## config.mk

```make
export PLATFORM = sky130hd
export DESIGN_NAME = erc_top
export DESIGN_NICKNAME = d
export VERILOG_FILES = /design/src/design/erc_pkg.sv /design/src/design/erc_top.sv
export SDC_FILE = /design/constraint.sdc
export NUM_CORES = 1
export LEC_CHECK = 0
export BUFFER_PORTS_ARGS = -buffer_cell sky130_fd_sc_hd__clkbuf_2
export CORE_MARGIN = 3
export CORE_UTILIZATION = 35
export CTS_CLUSTER_DIAMETER = 200
export DETAILED_ROUTE_END_ITERATION = 8
export SETUP_SLACK_MARGIN = 0.4
export SLEW_MARGIN = 30
export SYNTH_ARGS = -nofsm -noshare
export SYNTH_HDL_FRONTEND = slang
export SYNTH_SLANG_ARGS = --single-unit
```

## constraint.sdc

```tcl
create_clock -name CLK -period 2.98 [get_ports CLK]
set_clock_uncertainty 0.15 [all_clocks]
set_input_delay 0.298 -clock CLK [delete_from_list [all_inputs] [get_ports CLK]]
set_output_delay 0.298 -clock CLK [all_outputs]
set_load 0.005 [all_outputs]
```

## src/design/erc_pkg.sv

```systemverilog
// Summary of operation
// record every detected error, raise fault interrupt
// syndrome travels with signaled error to consumer
// record holds status, address, counters, unit info
// uncorrected data error: record and interrupt now
// correctable data forwarded corrected to consumer
// count each corrected error against threshold
// corrected only if corrected, not propagated
// deferred if deferred and not propagated
// possible silent propagation forces uncorrected type
// uncorrected: unrecoverable or uncontainable subtype
// latent: detected, never consumed, not deferred
// signaled: consumed or possibly consumed
// latent only when certainly not consumed
// producer unrecoverable means node cannot continue
// restartable: halted, independent of corrupt data
// recoverable: resume only after software repair
// consumer unrecoverable means cannot resume
// producer subtypes off; consumer subtypes optional
// other error sources raise recovery or fault irq
// software fault raises recovery interrupt
// each new error updates type flags and subtype
// exactly one type; propagation checked first
package erc_pkg;
  localparam int DATA_W = 32;
  localparam int SYND_W = 16;
  localparam int ADDR_W = 32;
  localparam int UNIT_W = 8;
  localparam int CNT_W = 16;
  localparam int APB_AW = 12;
  // register byte offsets
  localparam logic [APB_AW-1:0] OFF_STATUS = 12'h000;
  localparam logic [APB_AW-1:0] OFF_ADDR = 12'h004;
  localparam logic [APB_AW-1:0] OFF_MISC = 12'h008;
  localparam logic [APB_AW-1:0] OFF_COUNT = 12'h00C;
  localparam logic [APB_AW-1:0] OFF_CTRL = 12'h010;
  localparam logic [APB_AW-1:0] OFF_CLEAR = 12'h014;
  // status field positions
  localparam int ST_VALID = 0;
  localparam int ST_CE = 1;
  localparam int ST_DE = 2;
  localparam int ST_UE = 3;
  localparam int ST_OF = 4;
  localparam int ST_ADDRV = 5;
  localparam int ST_SUB_LO = 8;
  localparam int ST_SYN_LO = 16;
  // control field positions
  localparam int CT_EN = 0;
  localparam int CT_FIE = 1;
  localparam int CT_ERIE = 2;
  localparam int CT_CSUB = 3;
  localparam logic [DATA_W-1:0] CTRL_RST = 32'h0000_0007;
  localparam logic [CNT_W-1:0] CNT_ONE = 16'h0001;
  localparam logic [CNT_W-1:0] CNT_MAX = 16'hFFFF;
  typedef enum logic [2:0] {
    SUB_NONE, SUB_UNRECOVERABLE, SUB_UNCONTAINABLE, SUB_RESTARTABLE, SUB_RECOVERABLE
  } erc_sub_t;
endpackage : erc_pkg

```

## src/design/erc_top.sv

```systemverilog
`timescale 1ns/1ps
`default_nettype none
module erc_top (
  input wire logic CLK,
  input wire logic RSTN,
  // apb slave
  input wire logic PSEL,
  input wire logic PENABLE,
  input wire logic PWRITE,
  input wire logic [erc_pkg::APB_AW-1:0] PADDR,
  input wire logic [erc_pkg::DATA_W-1:0] PWDATA,
  output logic [erc_pkg::DATA_W-1:0] PRDATA,
  output logic PREADY,
  output logic PSLVERR,
  // detection report, one-cycle valid
  input wire logic DET_VALID,
  input wire logic DET_CORRECTED,
  input wire logic DET_DEFERRED,
  input wire logic DET_MAYBE_PROPAGATED,
  input wire logic DET_CONSUMED,
  input wire logic DET_RELIES_ON_DATA,
  input wire logic DET_CAN_RESUME,
  input wire logic DET_ADDR_VALID,
  input wire logic [erc_pkg::ADDR_W-1:0] DET_ADDR,
  input wire logic [erc_pkg::SYND_W-1:0] DET_SYNDROME,
  input wire logic [erc_pkg::UNIT_W-1:0] DET_UNIT,
  input wire logic [erc_pkg::DATA_W-1:0] DET_DATA,
  input wire logic [erc_pkg::DATA_W-1:0] DET_FIX_MASK,
  input wire logic OTHER_ERR,
  input wire logic SW_FAULT,
  // consumer side
  output logic FWD_VALID,
  output logic [erc_pkg::DATA_W-1:0] FWD_DATA,
  output logic FWD_POISON,
  output logic [erc_pkg::SYND_W-1:0] FWD_SYNDROME,
  // interrupt controller side
  output logic FAULT_IRQ,
  output logic RECOVERY_IRQ
);
  // ==========================================================
  // state
  typedef struct packed {
    logic valid;
    logic ce;
    logic de;
    logic ue;
    logic ovf;
    logic addrv;
    erc_pkg::erc_sub_t sub;
    logic [erc_pkg::SYND_W-1:0] synd;
    logic [erc_pkg::ADDR_W-1:0] addr;
    logic [erc_pkg::UNIT_W-1:0] unit;
    logic [erc_pkg::CNT_W-1:0] cnt;
    logic [erc_pkg::DATA_W-1:0] ctrl;
    logic fault_irq;
    logic rec_irq;
    logic fwd_v;
    logic [erc_pkg::DATA_W-1:0] fwd_d;
    logic fwd_p;
    logic [erc_pkg::SYND_W-1:0] fwd_s;
    logic [erc_pkg::DATA_W-1:0] rdata;
  } erc_state_t;

  erc_state_t st_reg;
  erc_state_t st_next;
  logic wr_en;
  logic rd_en;
  logic is_ce;
  logic is_de;
  logic is_ue;
  erc_pkg::erc_sub_t sub_new;

  function automatic logic hit(input logic [erc_pkg::APB_AW-1:0] a, input logic [erc_pkg::APB_AW-1:0] o);
    hit = (a == o);
  endfunction : hit

  // ==========================================================
  // classification
  always_comb begin
    // propagation first
    // propagation forces uncorrected
    is_ue = DET_MAYBE_PROPAGATED || (!DET_CORRECTED && !DET_DEFERRED);
    // corrected only when clean
    is_ce = !is_ue && DET_CORRECTED;
    // deferred when clean
    is_de = !is_ue && !DET_CORRECTED;
    sub_new = erc_pkg::SUB_NONE;
    if (is_ue) begin
      // containment subtype
      if (DET_MAYBE_PROPAGATED) begin
        sub_new = erc_pkg::SUB_UNCONTAINABLE;
      end else if (st_reg.ctrl[erc_pkg::CT_CSUB] && DET_CONSUMED) begin
        // consumer subtypes only when enabled
        if (!DET_CAN_RESUME) begin
          // cannot resume
          sub_new = erc_pkg::SUB_UNRECOVERABLE;
        end else if (DET_RELIES_ON_DATA) begin
          // needs software repair
          sub_new = erc_pkg::SUB_RECOVERABLE;
        end else begin
          // proceeds without repair
          sub_new = erc_pkg::SUB_RESTARTABLE;
        end
      end else begin
        // producer subtypes left out
        sub_new = erc_pkg::SUB_UNRECOVERABLE;
      end
    end
  end

  // ==========================================================
  // next state
  assign wr_en = PSEL && PENABLE && PWRITE;
  assign rd_en = PSEL && !PENABLE && !PWRITE;

  always_comb begin
    st_next = st_reg;
    st_next.fwd_v = 1'b0;
    // other sources to recovery irq
    // software fault to recovery irq
    st_next.rec_irq = st_reg.rec_irq || OTHER_ERR || SW_FAULT;
    st_next.fault_irq = st_reg.fault_irq || OTHER_ERR;
    if (wr_en) begin
      if (hit(PADDR, erc_pkg::OFF_CTRL)) begin
        st_next.ctrl = PWDATA;
      end
      if (hit(PADDR, erc_pkg::OFF_COUNT)) begin
        st_next.cnt = PWDATA[erc_pkg::CNT_W-1:0];
      end
      if (hit(PADDR, erc_pkg::OFF_CLEAR)) begin
        // write one to clear; a same-cycle event below wins
        if (PWDATA[erc_pkg::ST_VALID]) begin
          st_next.valid = 1'b0;
          st_next.ce = 1'b0;
          st_next.de = 1'b0;
          st_next.ue = 1'b0;
          st_next.addrv = 1'b0;
          st_next.sub = erc_pkg::SUB_NONE;
        end
        if (PWDATA[erc_pkg::ST_OF]) begin
          st_next.ovf = 1'b0;
        end
        if (PWDATA[erc_pkg::CT_FIE]) begin
          st_next.fault_irq = OTHER_ERR;
        end
        if (PWDATA[erc_pkg::CT_ERIE]) begin
          st_next.rec_irq = OTHER_ERR || SW_FAULT;
        end
      end
    end
    if (DET_VALID) begin
      st_next.fwd_v = 1'b1;
      // correct and forward
      st_next.fwd_d = DET_DATA ^ (DET_CORRECTED && !is_ue ? DET_FIX_MASK : '0);
      st_next.fwd_p = !is_ce;
      // syndrome sent with signaled error
      st_next.fwd_s = DET_SYNDROME;
      if (st_reg.ctrl[erc_pkg::CT_EN]) begin
        // capture into record
        // type flags follow new error
        st_next.valid = 1'b1;
        st_next.ce = is_ce;
        st_next.de = is_de;
        st_next.ue = is_ue;
        st_next.sub = sub_new;
        // syndrome, address, unit
        st_next.synd = DET_SYNDROME;
        st_next.addrv = DET_ADDR_VALID;
        st_next.addr = DET_ADDR_VALID ? DET_ADDR : st_reg.addr;
        st_next.unit = DET_UNIT;
        if (is_ce) begin
          // count each corrected error
          st_next.cnt = st_reg.cnt + erc_pkg::CNT_ONE;
          if (st_reg.cnt == erc_pkg::CNT_MAX) begin
            st_next.ovf = 1'b1;
          end
        end
        // uncorrected raises fault irq
        if (st_reg.ctrl[erc_pkg::CT_FIE] && (is_ue || is_de || st_reg.cnt == erc_pkg::CNT_MAX)) begin
          st_next.fault_irq = 1'b1;
        end
        if (st_reg.ctrl[erc_pkg::CT_ERIE] && is_ue) begin
          st_next.rec_irq = 1'b1;
        end
      end
    end
    if (rd_en) begin
      st_next.rdata = '0;
      unique case (PADDR)
        erc_pkg::OFF_STATUS: begin
          st_next.rdata[erc_pkg::ST_VALID] = st_reg.valid;
          st_next.rdata[erc_pkg::ST_CE] = st_reg.ce;
          st_next.rdata[erc_pkg::ST_DE] = st_reg.de;
          st_next.rdata[erc_pkg::ST_UE] = st_reg.ue;
          st_next.rdata[erc_pkg::ST_OF] = st_reg.ovf;
          st_next.rdata[erc_pkg::ST_ADDRV] = st_reg.addrv;
          st_next.rdata[erc_pkg::ST_SUB_LO +: 3] = st_reg.sub;
          st_next.rdata[erc_pkg::ST_SYN_LO +: erc_pkg::SYND_W] = st_reg.synd;
        end
        erc_pkg::OFF_ADDR: st_next.rdata = st_reg.addr;
        erc_pkg::OFF_MISC: st_next.rdata[erc_pkg::UNIT_W-1:0] = st_reg.unit;
        erc_pkg::OFF_COUNT: st_next.rdata[erc_pkg::CNT_W-1:0] = st_reg.cnt;
        erc_pkg::OFF_CTRL: st_next.rdata = st_reg.ctrl;
        default: st_next.rdata = '0;
      endcase
    end
  end

  always_ff @(posedge CLK or negedge RSTN) begin
    if (!RSTN) begin
      st_reg <= '0;
      st_reg.ctrl <= erc_pkg::CTRL_RST;
    end else begin
      st_reg <= st_next;
    end
  end

  // ==========================================================
  // outputs
  assign PRDATA = st_reg.rdata;
  assign PREADY = 1'b1;
  assign PSLVERR = PSEL && PENABLE && !(hit(PADDR, erc_pkg::OFF_STATUS) || hit(PADDR, erc_pkg::OFF_ADDR) ||
    hit(PADDR, erc_pkg::OFF_MISC) || hit(PADDR, erc_pkg::OFF_COUNT) || hit(PADDR, erc_pkg::OFF_CTRL) ||
    (hit(PADDR, erc_pkg::OFF_CLEAR) && PWRITE));
  assign FWD_VALID = st_reg.fwd_v;
  assign FWD_DATA = st_reg.fwd_d;
  assign FWD_POISON = st_reg.fwd_p;
  assign FWD_SYNDROME = st_reg.fwd_s;
  assign FAULT_IRQ = st_reg.fault_irq;
  assign RECOVERY_IRQ = st_reg.rec_irq;
endmodule : erc_top
`default_nettype wire

```

## Word-level counts from Yosys, hierarchy flattened

Index checks and enable logic that the tools add are counted.

| cells by class | value |
|---|---|
| $add $sub $neg | 1 |
| multiply operators | 0 |
| equality and inequality tests | 6 |
| divide/modulo/power cells | 0 |
| shift operators | 0 |
| multiplexer cells | 32 |
| magnitude comparators | 0 |
| reduce and logical (&&, ||, !) cells | 35 |
| bitwise logic cells | 1 |

Operators with widths:

| cell | number |
|---|---|
| 81-bit 2-to-1 mux | 2 |
| 32-bit 2-to-1 mux | 3 |
| 52-bit 2-to-1 mux | 1 |
| 50-bit 2-to-1 mux | 1 |
| 16-bit one-hot mux with 3 select lines | 1 |
| 16-bit 2-to-1 mux | 2 |
| 32-bit XOR | 1 |
| 6-bit one-hot mux with 5 select lines | 1 |
| 12-bit by 4-bit equality test with 1-bit output (second input constant) | 2 |
| 12-bit by 5-bit equality test with 1-bit output (second input constant) | 2 |
| 9-bit 2-to-1 mux | 2 |
| 16-bit by 1-bit adder with 16-bit output (second input constant) | 1 |
| 16-bit equality test (second input constant) | 1 |
| 3-bit 2-to-1 mux | 5 |
| 5-bit one-hot mux with 3 select lines | 1 |
| 12-bit by 3-bit equality test with 1-bit output (second input constant) | 1 |
| 1-bit logical AND | 12 |
| 12-bit zero test | 1 |
| 1-bit logical OR | 12 |
| 3-bit one-hot mux with 4 select lines | 1 |
| 4-bit 2-to-1 mux | 2 |
| 2-bit one-hot mux with 4 select lines | 1 |
| 1-bit zero test | 7 |
| 1-bit 2-to-1 mux | 7 |
| 3 further kinds | 5 |

| word-level totals | value |
|---|---|
| bits in read-only memories | 0 |
| input bits | 179 |
| flip-flop bits (word level) | 197 |
| memories | 0 |
| output and inout bits | 86 |
| RAM bits | 0 |
| latch bits | 0 |

## Depth between registers and ports, before layout

| depth | value |
|---|---|
| depth in word-level cells | 11 |
| depth in mapped cells | 7 |

## Worst setup path after synthesis

OpenSTA, ideal clock, no wires.

| path | value |
|---|---|
| path type | input port to flip-flop |
| from | input port PADDR[9] in the netlist's numbering |
| to | register st_reg (netlist bit PRDATA[30]) |
| library setup time | 0.077 ns |
| required time | 2.753 ns |
| setup slack | 0.688 ns |
| path buffers | 2 |
| arrival time | 2.065 ns |
| stages | 6 |
| cell sequence | or4_4 or4_4 buf_6 a211o_4 buf_6 o21ai_1 |

| between the ends | value |
|---|---|
| longest elaborated chain between the ends | 2 |
| elaborated cells on any way between the ends | 4 |
| those cells by class | eq/ne: 2; mux: 1; reduce/logical: 1 |

RTL lines:

| what | line | text |
|---|---|---|
| start: declaration | erc_top.sv:10 | `input wire logic [erc_pkg::APB_AW-1:0] PADDR,` |
| 12-bit by 5-bit equality test with 1-bit output, or another cell as far along | erc_top.sv:189 | `unique case (PADDR)` |
| 16-bit one-hot mux with 3 select lines * | erc_top.sv:189 |  |
| end signal: assignment | erc_top.sv:214 | `st_reg <= st_next;` |
| end: declaration | erc_top.sv:64 | `erc_state_t st_reg;` |

Mark *: on every way between the ends. The rest lies on a longest branch, timed or not.
A chain may end at the register's enable or synchronous reset.

==> flow_summary.ini <==
[clock_network]
htree_levels = 4
cts_made_buffers = 17
clk_path_buf_depth = 2
insertion_delay_ps = 430
root_buffer = clkbuf_16
cts.sinks = 197
cts_tree = yes
clk_pin_slew_ps = 80

[worst_setup_path]
cp-start-kind = flop
cp_data_required_time_ps = 3150
crit_type = flop to flop
worstPathMaxFanout = 11
arrival_ps = 2590
crit_path_end_kind = flop

[global_route]
gr-total-overflow = 0
grt_pass1_wl_mm = 41.0
grt_pass1_vias = 7261
grt_max_degree = 84
antenna_found_initial = 0
grt_use_total_pct = 17.8

[pwr]
power_density_nw_per_um2 = 470
leakage_nw = 5.92
max-vdd-ir-drop_uv = 414

[final_layout]
drive_gt1_share_pct = 39.5
syn_to_final_growth_pct = 27.4
diodes = 0
nNetsFinal = 1314
stdcell_count = 1488
largest_register_ffs = 113
final_common_cell = clkbuf_2
final_cell_mix = clkbuf_2, dfrtp_1, mux2_2, dlygate4sd3_1, nand2_1

[run]
cap_violations = 0

[detailed_routing]
wl_per_cell_um = 17.9
num_vias = 7342
via_per_inst = 4.93
routed_wl_mm = 26.6
dr.pass1.iters = 5
ant_nets = 0
drt_iter0_markers = 382
drc_errors = 0

[synthesis]
synthesis.nets = 1051
yosysSeqAreaShare_pct = 51.1
syn_area_sq_um = 9660
ys_ff_latch = 197
synth_edf_count = 0
synth_ff_type = dfrtp_1
ys_types = 65
syn_inst = 871
yosysWarnings = 0
async_flop_share_pct = 100
postSynthAreaPerCell_sq_um = 11.1

[sta]
fin_tns_setup_ps = 0
slew_headroom_pct = 44.0
hold_viol = 0
drv_slew = 0
fmax_mhz = 414
worst_pin_slew_ps = 841
setup_viol = 0
period_share_pct = 81.1
period_needed_ps = 2420
rsz0062_at_grt = false

[floorplan]
initial_utilization_pct = 35.7
core_sq_um = 27000
die_w_um = 172
rows = 60
die_h_um = 172
dieArea_sq_um = 29600
io_pins = 265

[run_status]
status = finished clean

[worst_hold_path]
hold_path_class = input port to flop

[placement]
routabilityCongestion = 0.864
hpwl_mm = 19.4
placed_cells = 1367
io_buffers = 263
## path summary, 6_finish.rpt
kind                                   start  cells past startpoint  slack [ps]      endpoint
worst min register to register    PRDATA[11]                      2         330    PRDATA[11]
min in group asynchronous               RSTN                      2         220     PRDATA[7]
worst max register to register    st_reg[84]                      4         560   st_reg[125]
worst min-delay path            DET_DATA[19]                      3          30  FWD_DATA[19]
max in group asynchronous               RSTN                      3        1720   st_reg[178]
worst max-delay path              st_reg[84]                      4         560   st_reg[125]
## logic make-up (layout without fill, tap and decap cells)
| group | after synthesis | count (layout) | share of synthesized area [%] |
|---|---|---|---|
| fa+ha+maj | 1 | 1 | 0.130 |
| compound gates | 158 | 158 | 10.9 |
| xor+xnor | 33 | 33 | 2.99 |
| mux | 143 | 143 | 16.4 |
| buf+inv | 139 | 415 | 8.72 |
| other cells | 1 | 1 | 0.0388 |
| simple gates | 199 | 199 | 9.76 |
| flops | 197 | 197 | 51.1 |
## routing by layer
metal / vias to the layer above / share of wire [%] / track usage, %
met5: - / 0 / 0
met2: 220 / 50 / 30.3
met4: 0 / 1.1 / 3.64
met3: 11 / 5.0 / 4.14
met1: 3570 / 44 / 23.5
li1: 3541 / - / -
## worst max-delay path, stage by stage, from the launching register on
cell,delay [ps]
dfstp_2,560
nand4b_1,420
nor4_1,740
a21oi_1,150
a211oi_1,300
## power breakdown
group | internal (mW) | switching (mW) | leakage (nW) | total [mW]
Sequential | 2.75 | 0.0440 | 2.59 | 2.79
Clock | 1.21 | 1.16 | 0.301 | 2.37
Combinational | 0.306 | 0.303 | 3.03 | 0.609
Total | 4.27 | 1.51 | 5.92 | 5.78
## what timing repair did
item	in CTS	in global routing
buffers inserted	0	0
setup endpoints to repair	0	0
hold buffers	89	0
resized for setup	0	0
hold endpoints to repair	149	0
## area by class of cell
| type | instances | area [sq um] |
|---|---|---|
| tap | 341 | 427 |
| inverter | 8 | 30.0 |
| clock buffer | 17 | 425 |
| fill | 2546 | 14700 |
| timing repair buffer | 375 | 2410 |
| clock inverter | 15 | 185 |
| multi-input combinational | 535 | 3890 |
| sequential | 197 | 4930 |
## per-stage QoR
stage | utilization (%) | cell area, sq um | total power, mW | hold slack [ps] | setup slack [ps]
6_report | 45.5 | 12300 | 5.78 | 26.3 | 562
3_5_place_dp | 40.0 | 10800 | 3.37 | 128 | 514
5_1_grt | 45.5 | 12300 | 6.04 | 1.29 | 421
3_3_place_gp | 40.0 | 10800 | 3.37 | 126 | 590
2_1_floorplan | - | 9660 | 3.12 | -148 | 688
4_1_cts | 45.5 | 12300 | 5.87 | 2.45 | 588
## Yosys cell counts, types with 8 or more instances
cell type,n,area share (%)
buf_1,11,0.43
nor3_1,14,0.73
a22oi_1,24,1.9
nor2_1,49,1.9
o21ai_0,24,1.2
nor4_1,10,0.65
inv_1,8,0.31
nand2_1,81,3.1
dfrtp_1,194,50
mux2_2,121,14
buf_4,81,6.3
xor2_1,32,2.9
clkbuf_1,36,1.4
a211oi_1,8,0.62
o21ai_1,9,0.47
mux2i_1,22,2.3
a21oi_1,47,2.4
nand3_1,8,0.41
Note: power is estimated with default switching activity, not from simulation.
